<file path="src/rtl/sadc_pkg.sv">
// Shared constants for the converter control block.
package sadc_pkg;

	// ------------------------------------------------------------------
	// Register byte offsets
	// ------------------------------------------------------------------
	localparam logic [7:0] OFS_CTRL0   = 8'h00;
	localparam logic [7:0] OFS_CTRL1   = 8'h04;
	localparam logic [7:0] OFS_FLAGS   = 8'h08;
	localparam logic [7:0] OFS_IRQEN   = 8'h0C;
	localparam logic [7:0] OFS_RESHIGH = 8'h10;
	localparam logic [7:0] OFS_RESLOW  = 8'h14;

	// ------------------------------------------------------------------
	// Field positions
	// ------------------------------------------------------------------
	localparam int BIT_ON     = 0;
	localparam int BIT_GO     = 1;
	localparam int CHAN_LSB   = 2;
	localparam int CHAN_MSB   = 5;
	localparam int CKS_LSB    = 6;
	localparam int CKS_MSB    = 8;
	localparam int BIT_FMT    = 0;
	localparam int BIT_VPOS   = 1;
	localparam int BIT_VNEG   = 2;
	localparam int BIT_DONE   = 0;
	localparam int BIT_IRQEN  = 0;

	// ------------------------------------------------------------------
	// Clock select codes and divider terminal counts
	// ------------------------------------------------------------------
	localparam logic [2:0] CKS_DIV2  = 3'h0;
	localparam logic [2:0] CKS_DIV8  = 3'h1;
	localparam logic [2:0] CKS_DIV32 = 3'h2;
	localparam logic [1:0] CKS_FRC   = 2'h3;
	localparam logic [4:0] DIV2_TOP  = 5'h01;
	localparam logic [4:0] DIV8_TOP  = 5'h07;
	localparam logic [4:0] DIV32_TOP = 5'h1F;

	// ------------------------------------------------------------------
	// Conversion timing
	// ------------------------------------------------------------------
	localparam int         RES_BITS     = 10;
	localparam logic [3:0] MSB_IDX      = 4'h9;
	localparam logic [3:0] LSB_IDX      = 4'h0;
	localparam logic [3:0] RECOVER_TICKS = 4'h2;
	localparam int         CLK_MHZ      = 250;
	localparam int         INSTR_NS     = 16;
	localparam logic [3:0] INSTR_CLKS   =
		4'((INSTR_NS * CLK_MHZ + 999) / 1000);

	// ------------------------------------------------------------------
	// Sequencer states
	// ------------------------------------------------------------------
	typedef enum logic [2:0] {
		ST_IDLE    = 3'b000,
		ST_STWAIT  = 3'b001,
		ST_SYNC    = 3'b010,
		ST_CONVERT = 3'b011,
		ST_RECOVER = 3'b100
	} sadc_state_t;

endpackage

</file>
<file path="src/rtl/sadc_ctrl.sv">
// Successive-approximation converter control with APB register access.

// Summary of operation
// RULE1: Positive and negative reference selects are separate, independent bits.
// RULE2: Clock select 000 /2, 001 /8, 010 /32, x11 internal oscillator.
// RULE3: A full conversion takes exactly eleven bit periods.
// RULE4: Divided clocks follow system clock; oscillator option runs independently.
// RULE5: Software picks the oscillator above 1 MHz only for sleep conversions.
// RULE6: Done flag sets at every conversion end regardless of enable.
// RULE7: Done flag stays set until software clears it by a write.
// RULE8: Interrupt request is done flag and its enable both set.
// RULE9: Enabled interrupt works awake or asleep; asleep it wakes the core.
// RULE10: After wake, next instruction runs; vector only with global enable.
// RULE11: Result format bit picks left or right justification.
// RULE12: Converter off unless module-on; go write starts when already on.
// RULE13: Software sets module-on before, not together with, the go bit.
// RULE14: Conversion end clears go, sets done flag, loads result bytes.
// RULE15: Clearing go mid-conversion aborts; result registers keep old value.
// RULE16: After abort wait two bit periods, then acquisition restarts itself.
// RULE17: Reset restores registers, turns converter off, ends any conversion.
// RULE18: Four-bit channel field picks input fed to sample-and-hold.
// RULE19: With oscillator clock, start is delayed one extra instruction cycle.
// RULE20: Sleep with a non-oscillator clock aborts and powers converter down.
// RULE21: Special event trigger sets go in hardware and starts conversion.
// RULE22: Bits resolve from bit 9 down after one synchronising period.
// RULE23: Right: high holds bits 9..8; left: high 9..2, low 1..0 top.
// RULE24: Go bit reads one while converting and zero when idle.
module sadc_ctrl #(
	parameter int ADDR_W = 8                // APB address width
) (
	input  wire logic              clock,        // 250 MHz system clock
	input  wire logic              srst,         // synchronous reset
	input  wire logic [ADDR_W-1:0] paddr,        // APB address
	input  wire logic              psel,         // APB select
	input  wire logic              penable,      // APB enable
	input  wire logic              pwrite,       // APB direction
	input  wire logic [31:0]       pwdata,       // APB write data
	output logic      [31:0]       prdata,       // APB read data
	output logic                   pready,       // APB ready
	output logic                   pslverr,      // APB error
	input  wire logic              sleep_mode,   // core is asleep
	input  wire logic              glob_irq_en,  // core global enable
	input  wire logic              event_trig,   // special event pulse
	input  wire logic              comp_in,      // comparator, async
	input  wire logic              frc_clk,      // oscillator, async
	output logic                   analog_en,    // converter powered
	output logic                   sample_hold,  // 1 = tracking input
	output logic       [3:0]       channel_select, // input mux select
	output logic                   ref_pos_ext,  // 1 = external +ref
	output logic                   ref_neg_ext,  // 1 = external -ref
	output logic       [9:0]       dac_code,     // trial code
	output logic                   conv_irq_req, // interrupt request
	output logic                   wake_up,      // wake from sleep
	output logic                   isr_request   // vector request
);
	// The decode slices eight address bits, so narrower buses are refused.
	if (ADDR_W < 8 || ADDR_W > 32) begin : g_addr_w_check
		$error("ADDR_W out of range");
	end

	sadc_pkg::sadc_state_t state_ff;
	sadc_pkg::sadc_state_t nxt_state;
	logic        on_ff;
	logic [3:0]  chan_ff;
	logic [2:0]  cks_ff;
	logic        fmt_ff;
	logic        vpos_ff;
	logic        vneg_ff;
	logic        done_flag_ff;
	logic        irqen_ff;
	logic [7:0]  res_high_ff;
	logic [7:0]  res_low_ff;
	logic [31:0] prdata_ff;
	logic [9:0]  sar_ff;
	logic [9:0]  nxt_sar;
	logic [3:0]  bit_idx_ff;
	logic [3:0]  nxt_bit_idx;
	logic [3:0]  cnt_ff;
	logic [3:0]  nxt_cnt;
	logic [3:0]  conv_ticks_ff;
	logic        comp_meta_ff;
	logic        comp_ff;

	// ------------------------------------------------------------------
	// APB decode
	// ------------------------------------------------------------------
	wire [7:0] addr8     = paddr[7:0];
	wire       upper0    = (paddr >> 8) == '0;
	wire       access    = psel & penable;
	wire       setup_rd  = psel & ~penable & ~pwrite;
	wire       hit_ctrl0 = upper0 & (addr8 == sadc_pkg::OFS_CTRL0);
	wire       hit_ctrl1 = upper0 & (addr8 == sadc_pkg::OFS_CTRL1);
	wire       hit_flags = upper0 & (addr8 == sadc_pkg::OFS_FLAGS);
	wire       hit_irqen = upper0 & (addr8 == sadc_pkg::OFS_IRQEN);
	wire       hit_resh  = upper0 & (addr8 == sadc_pkg::OFS_RESHIGH);
	wire       hit_resl  = upper0 & (addr8 == sadc_pkg::OFS_RESLOW);
	wire       mapped    = hit_ctrl0 | hit_ctrl1 | hit_flags | hit_irqen |
	                       hit_resh | hit_resl;
	wire       wr_ctrl0  = access & pwrite & hit_ctrl0;
	wire       wr_ctrl1  = access & pwrite & hit_ctrl1;
	wire       wr_flags  = access & pwrite & hit_flags;
	wire       wr_irqen  = access & pwrite & hit_irqen;

	assign pready  = 1'b1;
	assign pslverr = access & ~mapped;
	assign prdata  = prdata_ff;

	// ------------------------------------------------------------------
	// Sequencer control terms
	// ------------------------------------------------------------------
	wire sel_frc  = (cks_ff[1:0] == sadc_pkg::CKS_FRC);
	wire busy     = (state_ff == sadc_pkg::ST_STWAIT) |
	                (state_ff == sadc_pkg::ST_SYNC) |
	                (state_ff == sadc_pkg::ST_CONVERT);
	wire go_write = wr_ctrl0 & pwdata[sadc_pkg::BIT_GO];
	// The old module-on value gates the start, so a single write that
	// sets both bits only powers the converter up.
	wire start    = (go_write | event_trig) & on_ff &
	                (state_ff == sadc_pkg::ST_IDLE);     // [RULE12] [RULE21]
	wire abort_sw = wr_ctrl0 & ~pwdata[sadc_pkg::BIT_GO] & busy; // [RULE15]
	wire kill     = busy & (~on_ff | (sleep_mode & ~sel_frc)); // [RULE20]
	wire bit_tick;
	wire [9:0] bit_mask  = 10'h001 << bit_idx_ff;
	wire [9:0] next_mask = (bit_idx_ff == sadc_pkg::LSB_IDX) ? 10'h000 :
	                       (bit_mask >> 1);
	// An abort or a sleep kill on the last tick wins, so no result of a
	// cut conversion is ever stored.
	wire finish  = (state_ff == sadc_pkg::ST_CONVERT) & bit_tick &
	               (bit_idx_ff == sadc_pkg::LSB_IDX) & ~abort_sw & ~kill;
	wire [7:0] fmt_high;
	wire [7:0] fmt_low;

	sadc_bitclk_gen u_bitclk (
		.clock    (clock),
		.srst     (srst),
		.restart  (start | abort_sw),
		.clk_sel  (cks_ff),
		.frc_clk  (frc_clk),
		.bit_tick (bit_tick)
	);

	sadc_fmt u_fmt (
		.code      (nxt_sar),
		.right_jst (fmt_ff),
		.res_high  (fmt_high),
		.res_low   (fmt_low)
	);

	// ------------------------------------------------------------------
	// Next-state logic
	// ------------------------------------------------------------------
	always_comb begin
		nxt_state   = state_ff;
		nxt_sar     = sar_ff;
		nxt_bit_idx = bit_idx_ff;
		nxt_cnt     = cnt_ff;
		case (state_ff)
			sadc_pkg::ST_IDLE: begin
				if (start && sel_frc) begin
					nxt_state = sadc_pkg::ST_STWAIT;        // [RULE19]
					nxt_cnt   = sadc_pkg::INSTR_CLKS;
				end else if (start) begin
					nxt_state = sadc_pkg::ST_SYNC;
				end
			end
			sadc_pkg::ST_STWAIT: begin
				nxt_cnt = cnt_ff - 4'h1;
				if (cnt_ff == 4'h1) begin
					nxt_state = sadc_pkg::ST_SYNC;          // [RULE19]
				end
			end
			sadc_pkg::ST_SYNC: begin
				if (bit_tick) begin
					nxt_state   = sadc_pkg::ST_CONVERT;     // [RULE22]
					nxt_bit_idx = sadc_pkg::MSB_IDX;
					nxt_sar     = 10'h200;
				end
			end
			sadc_pkg::ST_CONVERT: begin
				if (bit_tick) begin
					// Keep the trial bit only if the comparator says the
					// input is at or above the trial level.
					nxt_sar = (sar_ff & ~bit_mask) |
					          (comp_ff ? bit_mask : 10'h000) |
					          next_mask;                    // [RULE22]
					nxt_bit_idx = bit_idx_ff - 4'h1;
					if (finish) begin
						nxt_state = sadc_pkg::ST_IDLE;      // [RULE3]
					end
				end
			end
			sadc_pkg::ST_RECOVER: begin
				if (bit_tick) begin
					nxt_cnt = cnt_ff - 4'h1;
					if (cnt_ff == 4'h1) begin
						nxt_state = sadc_pkg::ST_IDLE;      // [RULE16]
					end
				end
			end
			default: begin
				nxt_state = sadc_pkg::ST_IDLE;
			end
		endcase
		if (abort_sw) begin
			nxt_state = sadc_pkg::ST_RECOVER;               // [RULE16]
			nxt_cnt   = sadc_pkg::RECOVER_TICKS;
		end
		if (kill || !on_ff) begin
			nxt_state = sadc_pkg::ST_IDLE;                  // [RULE12]
		end
	end

	// ------------------------------------------------------------------
	// State registers
	// ------------------------------------------------------------------
	always_ff @(posedge clock) begin
		if (srst) begin
			state_ff   <= sadc_pkg::ST_IDLE;                // [RULE17]
			sar_ff     <= 10'h000;
			bit_idx_ff <= 4'h0;
			cnt_ff     <= 4'h0;
		end else begin
			state_ff   <= nxt_state;
			sar_ff     <= nxt_sar;
			bit_idx_ff <= nxt_bit_idx;
			cnt_ff     <= nxt_cnt;
		end
	end

	// The comparator is analog and settles on its own time, so it is
	// synchronised before the sequencer samples it.
	always_ff @(posedge clock) begin
		if (srst) begin
			comp_meta_ff <= 1'b0;
			comp_ff      <= 1'b0;
		end else begin
			comp_meta_ff <= comp_in;
			comp_ff      <= comp_meta_ff;
		end
	end

	// ------------------------------------------------------------------
	// Software registers
	// ------------------------------------------------------------------
	always_ff @(posedge clock) begin
		if (srst) begin
			on_ff    <= 1'b0;                               // [RULE17]
			chan_ff  <= 4'h0;
			cks_ff   <= 3'h0;
			fmt_ff   <= 1'b0;
			vpos_ff  <= 1'b0;
			vneg_ff  <= 1'b0;
			irqen_ff <= 1'b0;
		end else begin
			if (wr_ctrl0) begin
				on_ff  <= pwdata[sadc_pkg::BIT_ON];         // [RULE12]
				chan_ff <= pwdata[sadc_pkg::CHAN_MSB:sadc_pkg::CHAN_LSB];
				cks_ff <= pwdata[sadc_pkg::CKS_MSB:sadc_pkg::CKS_LSB];
			end
			if (wr_ctrl1) begin
				fmt_ff  <= pwdata[sadc_pkg::BIT_FMT];
				vpos_ff <= pwdata[sadc_pkg::BIT_VPOS];      // [RULE1]
				vneg_ff <= pwdata[sadc_pkg::BIT_VNEG];      // [RULE1]
			end
			if (wr_irqen) begin
				irqen_ff <= pwdata[sadc_pkg::BIT_IRQEN];
			end
		end
	end

	// Completion sets the flag even when a clearing write lands in the
	// same cycle, so no conversion end is ever lost.
	always_ff @(posedge clock) begin
		if (srst) begin
			done_flag_ff <= 1'b0;
			res_high_ff  <= 8'h00;
			res_low_ff   <= 8'h00;
		end else begin
			done_flag_ff <= finish | (done_flag_ff &
				~(wr_flags & pwdata[sadc_pkg::BIT_DONE])); // [RULE6] [RULE7]
			if (finish) begin
				res_high_ff <= fmt_high;                    // [RULE14]
				res_low_ff  <= fmt_low;                     // [RULE14]
			end
		end
	end

	// ------------------------------------------------------------------
	// Read data
	// ------------------------------------------------------------------
	wire [31:0] rd_ctrl0 = {23'h0, cks_ff, chan_ff, busy, on_ff}; // [RULE24]
	wire [31:0] rd_ctrl1 = {29'h0, vneg_ff, vpos_ff, fmt_ff};
	wire [31:0] rd_mux   =
		hit_ctrl0 ? rd_ctrl0 :
		hit_ctrl1 ? rd_ctrl1 :
		hit_flags ? {31'h0, done_flag_ff} :
		hit_irqen ? {31'h0, irqen_ff} :
		hit_resh  ? {24'h0, res_high_ff} :
		hit_resl  ? {24'h0, res_low_ff} : 32'h0;

	always_ff @(posedge clock) begin
		if (srst) begin
			prdata_ff <= 32'h0;
		end else if (setup_rd) begin
			prdata_ff <= rd_mux;
		end
	end

	// ------------------------------------------------------------------
	// Analog side and interrupt outputs
	// ------------------------------------------------------------------
	// During sleep the converter stays powered only on the oscillator,
	// and after a sleep conversion only if the interrupt can wake us.
	assign analog_en      = on_ff & ~(sleep_mode &
	                        ~(sel_frc & (busy | irqen_ff)));    // [RULE20]
	assign sample_hold    = on_ff & (state_ff == sadc_pkg::ST_IDLE); // [RULE16]
	assign channel_select = chan_ff;                            // [RULE18]
	assign ref_pos_ext    = vpos_ff;                            // [RULE1]
	assign ref_neg_ext    = vneg_ff;                            // [RULE1]
	assign dac_code       = sar_ff;
	assign conv_irq_req   = done_flag_ff & irqen_ff;            // [RULE8]
	assign wake_up        = conv_irq_req & sleep_mode;          // [RULE9]
	assign isr_request    = conv_irq_req & glob_irq_en;         // [RULE10]

	// ------------------------------------------------------------------
	// Checks
	// ------------------------------------------------------------------
	always_ff @(posedge clock) begin
		if (srst || start) begin
			conv_ticks_ff <= 4'h0;
		// The oscillator start wait is not a bit period, so it is not counted.
		end else if (bit_tick && (state_ff == sadc_pkg::ST_SYNC ||
		                          state_ff == sadc_pkg::ST_CONVERT)) begin
			conv_ticks_ff <= conv_ticks_ff + 4'h1;
		end
	end

	conv_length_a: assert property (@(posedge clock) disable iff (srst) // [RULE3]
		finish |-> conv_ticks_ff == 4'hA)
		else $error("conversion did not take eleven bit periods");

	done_sets_a: assert property (@(posedge clock) disable iff (srst) // [RULE14]
		finish |=> done_flag_ff && !busy && rd_ctrl0[sadc_pkg::BIT_GO] == 1'b0)
		else $error("completion did not set flag and clear go");

	flag_holds_a: assert property (@(posedge clock) disable iff (srst) // [RULE7]
		done_flag_ff && !(wr_flags && pwdata[sadc_pkg::BIT_DONE])
		|=> done_flag_ff)
		else $error("done flag cleared without a write");

	irq_follow_a: assert property (@(posedge clock) disable iff (srst) // [RULE8]
		finish && irqen_ff && !wr_irqen |=> conv_irq_req)
		else $error("enabled completion raised no request");

	sleep_wake_a: assert property (@(posedge clock) disable iff (srst) // [RULE9]
		finish && irqen_ff && !wr_irqen && sleep_mode ##1 sleep_mode
		|-> wake_up)
		else $error("completion in sleep did not wake");

	abort_keeps_a: assert property (@(posedge clock) disable iff (srst) // [RULE15]
		abort_sw |=> $stable(res_high_ff) && $stable(res_low_ff)
		&& !done_flag_ff == !$past(done_flag_ff))
		else $error("abort changed result registers");

	recover_wait_a: assert property (@(posedge clock) disable iff (srst) // [RULE16]
		$past(state_ff) == sadc_pkg::ST_RECOVER && $past(on_ff) &&
		!$past(abort_sw) && !$past(srst) &&
		state_ff != sadc_pkg::ST_RECOVER
		|-> $past(bit_tick) && $past(cnt_ff) == 4'h1)
		else $error("recovery left before two bit periods");

	off_idle_a: assert property (@(posedge clock) disable iff (srst) // [RULE12]
		!on_ff |-> !sample_hold && !analog_en ##1
		state_ff == sadc_pkg::ST_IDLE)
		else $error("converter active while module off");

	reset_off_a: assert property (@(posedge clock) // [RULE17]
		srst |=> state_ff == sadc_pkg::ST_IDLE && !on_ff && !done_flag_ff)
		else $error("reset did not clear converter");

	frc_delay_a: assert property (@(posedge clock) disable iff (srst) // [RULE19]
		start && sel_frc && !abort_sw |=> state_ff == sadc_pkg::ST_STWAIT)
		else $error("oscillator start not delayed");

	msb_first_a: assert property (@(posedge clock) disable iff (srst) // [RULE22]
		state_ff == sadc_pkg::ST_SYNC && bit_tick && !abort_sw && !kill
		&& on_ff |=> dac_code == 10'h200 && bit_idx_ff == sadc_pkg::MSB_IDX)
		else $error("conversion did not begin at bit 9");

endmodule // sadc_ctrl

</file>
<file path="src/rtl/sadc_fmt.sv">
// Places a 10-bit code into the high and low result bytes.
module sadc_fmt (
	input  wire logic [9:0] code,      // converted value
	input  wire logic       right_jst, // 1 = right justified
	output logic      [7:0] res_high,  // high result byte
	output logic      [7:0] res_low    // low result byte
);
	logic [7:0] left_high;
	logic [7:0] left_low;
	logic [7:0] right_high;
	logic [7:0] right_low;

	assign left_high  = code[9:2];                                 // [RULE23]
	assign left_low   = {code[1:0], 6'h00};                        // [RULE23]
	assign right_high = {6'h00, code[9:8]};                        // [RULE23]
	assign right_low  = code[7:0];
	assign res_high   = right_jst ? right_high : left_high;        // [RULE11]
	assign res_low    = right_jst ? right_low : left_low;          // [RULE11]

endmodule // sadc_fmt

</file>
<file path="src/rtl/sadc_tad_gen.sv">
// Bit-period tick generator from divided system clock or internal oscillator.
module sadc_bitclk_gen (
	input  wire logic       clock,    // system clock
	input  wire logic       srst,     // synchronous reset
	input  wire logic       restart,  // realign divider phase
	input  wire logic [2:0] clk_sel,  // conversion clock select
	input  wire logic       frc_clk,  // internal oscillator, async
	output logic            bit_tick  // one pulse per bit period
);
	logic       frc_meta_ff;
	logic       frc_sync_ff;
	logic       frc_last_ff;
	logic [4:0] div_ff;
	logic [4:0] div_top;
	logic       sel_frc;
	logic       div_wrap;
	logic       frc_rise;

	// ------------------------------------------------------------------
	// Divider
	// ------------------------------------------------------------------
	// The divided options count system clocks, so their period follows
	// any change of system frequency; the oscillator path does not.
	assign sel_frc  = (clk_sel[1:0] == sadc_pkg::CKS_FRC);        // [RULE4]
	assign div_top  = (clk_sel == sadc_pkg::CKS_DIV2)  ? sadc_pkg::DIV2_TOP :
	                  (clk_sel == sadc_pkg::CKS_DIV8)  ? sadc_pkg::DIV8_TOP :
	                  sadc_pkg::DIV32_TOP;                         // [RULE2]
	assign div_wrap = (div_ff == div_top);
	assign frc_rise = frc_sync_ff & ~frc_last_ff;
	assign bit_tick = sel_frc ? frc_rise : (div_wrap & ~restart);  // [RULE2]

	always_ff @(posedge clock) begin
		if (srst || restart || div_wrap) begin
			div_ff <= 5'h00;
		end else begin
			div_ff <= div_ff + 5'h01;
		end
	end

	// Oscillator edges cross by two flops before edge detection.
	always_ff @(posedge clock) begin
		if (srst) begin
			frc_meta_ff <= 1'b0;
			frc_sync_ff <= 1'b0;
			frc_last_ff <= 1'b0;
		end else begin
			frc_meta_ff <= frc_clk;
			frc_sync_ff <= frc_meta_ff;
			frc_last_ff <= frc_sync_ff;
		end
	end

	div2_period_a: assert property (@(posedge clock) disable iff (srst) // [RULE2]
		(bit_tick && clk_sel == sadc_pkg::CKS_DIV2 && !restart) ##1
		(!restart && clk_sel == sadc_pkg::CKS_DIV2)
		|-> !bit_tick ##1
		(bit_tick || restart || clk_sel != sadc_pkg::CKS_DIV2))
		else $error("divide-by-2 tick period wrong");

endmodule // sadc_bitclk_gen

</file>
<file path="config.mk">
export PLATFORM = sky130hd
export DESIGN_NAME = sadc_ctrl
export DESIGN_NICKNAME = d
export VERILOG_FILES = /design/src/rtl/sadc_pkg.sv /design/src/rtl/sadc_ctrl.sv /design/src/rtl/sadc_fmt.sv /design/src/rtl/sadc_tad_gen.sv
export SDC_FILE = /design/constraint.sdc
export NUM_CORES = 1
export LEC_CHECK = 0
export BUFFER_PORTS_ARGS = -buffer_cell sky130_fd_sc_hd__buf_2
export CAP_MARGIN = 20
export CORE_ASPECT_RATIO = 0.7
export CORE_UTILIZATION = 25
export DETAILED_ROUTE_END_ITERATION = 8
export SLEW_MARGIN = 10
export SYNTH_ARGS = -nofsm -noshare
export SYNTH_HDL_FRONTEND = slang
export SYNTH_SLANG_ARGS = --single-unit
</file>
<file path="constraint.sdc">
create_clock -name clock -period 5.5 [get_ports clock]
set_input_delay 0.55 -clock clock [delete_from_list [all_inputs] [get_ports clock]]
set_output_delay 0.55 -clock clock [all_outputs]
set_load 0.02 [all_outputs]
</file>
==> metrics.txt <==
status finished clean; fin crit share 58.0%; MaxCap Viol Count 0; type of origin of the critical path primary input; final setup fails 0; Switching Power 275 µW; post-CTS resize count 0; Crit Path Category primary input to register; most frequent cell after synthesis dfxtp_1; Post-DRT Antenna Nets 0; synth top area cells dfxtp_1 36%, buf_4 4.9%, nor2_1 4.9%, a21oi_1 4.8%, nand2_1 4.2%; layout net count 566; first drt pass iteration count 5; Post-Synth Adder-Cell Area 2.62%; # DRC 0; total track usage 13.2%; mux contribution to synthesized area 2.56%; library cells used by synthesis 74; Logic pwr share 7.2%; Synth Area in Compound Gates 21.8%; CP Capture Type register; Detailed Place HPWL 7410 µm; clk_lat worst skew 340 ps; post-synthesis sequential area ratio 36.2%; cell count after synthesis 468; Die H 105 µm; Worst EP required 5710 ps; async set-reset flop share out of synthesis 0%; die width 150 µm; setup TNS 0 ps; EDFF count, synth 0; die area 15800 µm²; switching share of power 24.2%; Power Density 257 nW/µm²; multi-input logic area 2190 µm²; CTS sink cnt 69; worst slew pin tran 940 ps; Critical Path AT 3400 ps; crit path time final 3190 ps; cts hold-fix bufs 0; Worst path max stage delay 560 ps; post-synthesis cell area 3820 µm²; area grow syn2layout 15.9%; Finished Core Util 29.9%; RSZ-0062 raised after global routing false; Synth Register Bits 69; number of global-route vias before repair 3186; Slowest-stage cell, CP a2111oi_4; Syn. warnings 0; first-pass GRT wire length 16400 µm; root buf cell clkbuf_16; H-Tree Depth 3; cell taking the most area after synthesis dfxtp_1; largest net degree at the start of global routing 42; initial core utilization 25.8%; WL final 10100 µm; diode count 0; Rows 37; total grt overflow 0; RePlAce Congestion 0.847; FILL cells 1595; Pint 862 µW; slew margin rel. 36.4%; Hold Path Class primary input to register; via count 3458; reg-to-reg slack, setup 2460 ps; Vias/cell 4.88; port buffer count 57; CTS Buffer Depth 2; Setup Skew 2.48 ps; Worst-path clk slew 60 ps; Pleak 0.00173 µW; synth cell count leaders 69 x dfxtp_1, 50 x nor2_1, 43 x nand2_1, 37 x a21oi_1, 25 x buf_4; Final Hold Viols 0; layout cell share with drive strength beyond 1 18.3%; top cell type's share of synthesized area 36.2%; initial antenna violation count 0; sequential standard cell area 1380 µm²; Crit path max-delay family simple AND/OR/NAND/NOR gates; syn avg cell area 8.16 µm²; VDD IR max 155 µV; clock power share 47.7%; initial DRC count 247; Max FO, Critical Path 13; worst path bufs/invs 1; Core Box Area 14800 µm²; largest family of logic cells by synthesized area simple AND/OR/NAND/NOR gates; power share of the sequential group 45.1%; critical path, cell by cell buf_2, and4b_1, nor3b_4, a2111oi_4, or2_1, and3_1, o311ai_1, nor3b_1; final count of pins violating max slew 0; Fmax achieved 314 MHz; CTS tree built; Synth Area in XOR/XNOR 0.688%; Post-CTS Setup Bufs 0; Synth Area in Simple Gates 27.2%; Top Ports 105; CTS Buf Count 9; Top FF cell, synth dfxtp_1; wire per inst 14.2 µm
==> worst register-to-register path, stage by stage (launching register included) <==
cell and delay (ps):
dfxtp_1 590, o21bai_2 350, nor3b_4 100, a2111oi_4 560, or2_1 420, and3_1 520, o311ai_1 190, nor3b_1 180
==> stage by stage <==
stage                     cells  total power (µW)  worst slack, ps  hold slack [ps]  area [µm²]
after floorplan             490               593             3140              414        3900
after global routing        708              1170             2040              433        4430
final                       708              1140             2310              437        4430
after CTS                   708              1150             2350              442        4430
after global placement      692               604             2040              422        4150
after detailed placement    692               605             2010              426        4150
==> sequential cells by signal, indices dropped and copies added (netlist names), 3 cells and up <==
signal           count
u_bitclk.div_ff      5
dac_code            10
cks_ff               3
res_high_ff          8
state_ff             3
cnt_ff               4
channel_select       4
res_low_ff           8
bit_idx_ff           4
prdata               9
==> routing by layer <==
metal | global-route usage [%] | part of all wire [%] | up-vias
met5 | 0 | 0 | -
met4 | 2.31 | 0.63 | 0
met3 | 4.24 | 5.6 | 10
met2 | 19.6 | 43 | 106
met1 | 18.6 | 51 | 1636
li1 | - | - | 1706
==> layout make-up <==
cell class | count | area share [%]
clock buffers | 13 | 5.88
well taps | 195 | 5.51
repair buffers | 58 | 6.62
flip-flops and latches | 69 | 31.2
multi-input cells | 359 | 49.4
inverters | 11 | 0.933
clock inverters | 3 | 0.452
==> cells by family (layout without fill, tap and decap cells) <==
| kind of cell | Yosys count | in the layout |
|---|---|---|
| AND/OR/NAND/NOR | 200 | 200 |
| flip-flops | 69 | 69 |
| AO/OA/AOI/OAI | 115 | 115 |
| buffers and inverters | 62 | 85 |
| multiplexers | 9 | 9 |
| other | 2 | 24 |
| adder cells (fa/ha/maj) | 8 | 8 |
| XOR/XNOR | 3 | 3 |
==> power groups by stage <==
stage               Clock [µW]  Sequential [µW]  Combinational [µW]
finish                     543              513                82.5
detailed placement           0              523                81.8
CTS                        553              513                82.1
floorplan                    0              526                66.8
global route               571              514                90.6
global placement             0              523                80.6
==> placed cells by master (no fill, tap or decap), types with 11 or more instances in the layout <==
master	n
a21oi_1	37
buf_2	57
conb_1	24
dfxtp_1	69
inv_1	11
nand2_1	43
nand3_1	23
nor2_1	50
nor2b_1	14
o21ai_0	17
==> final timing paths <==
kind                        start              endpoint  cells after the start
max reg2reg           state_ff[0]        res_high_ff[1]                      7
max                      paddr[4]        res_high_ff[1]                      8
min reg2reg  u_bitclk.frc_meta_ff  u_bitclk.frc_sync_ff                      1
min                       frc_clk  u_bitclk.frc_meta_ff                      2
Note: power is estimated with default switching activity, not from simulation.
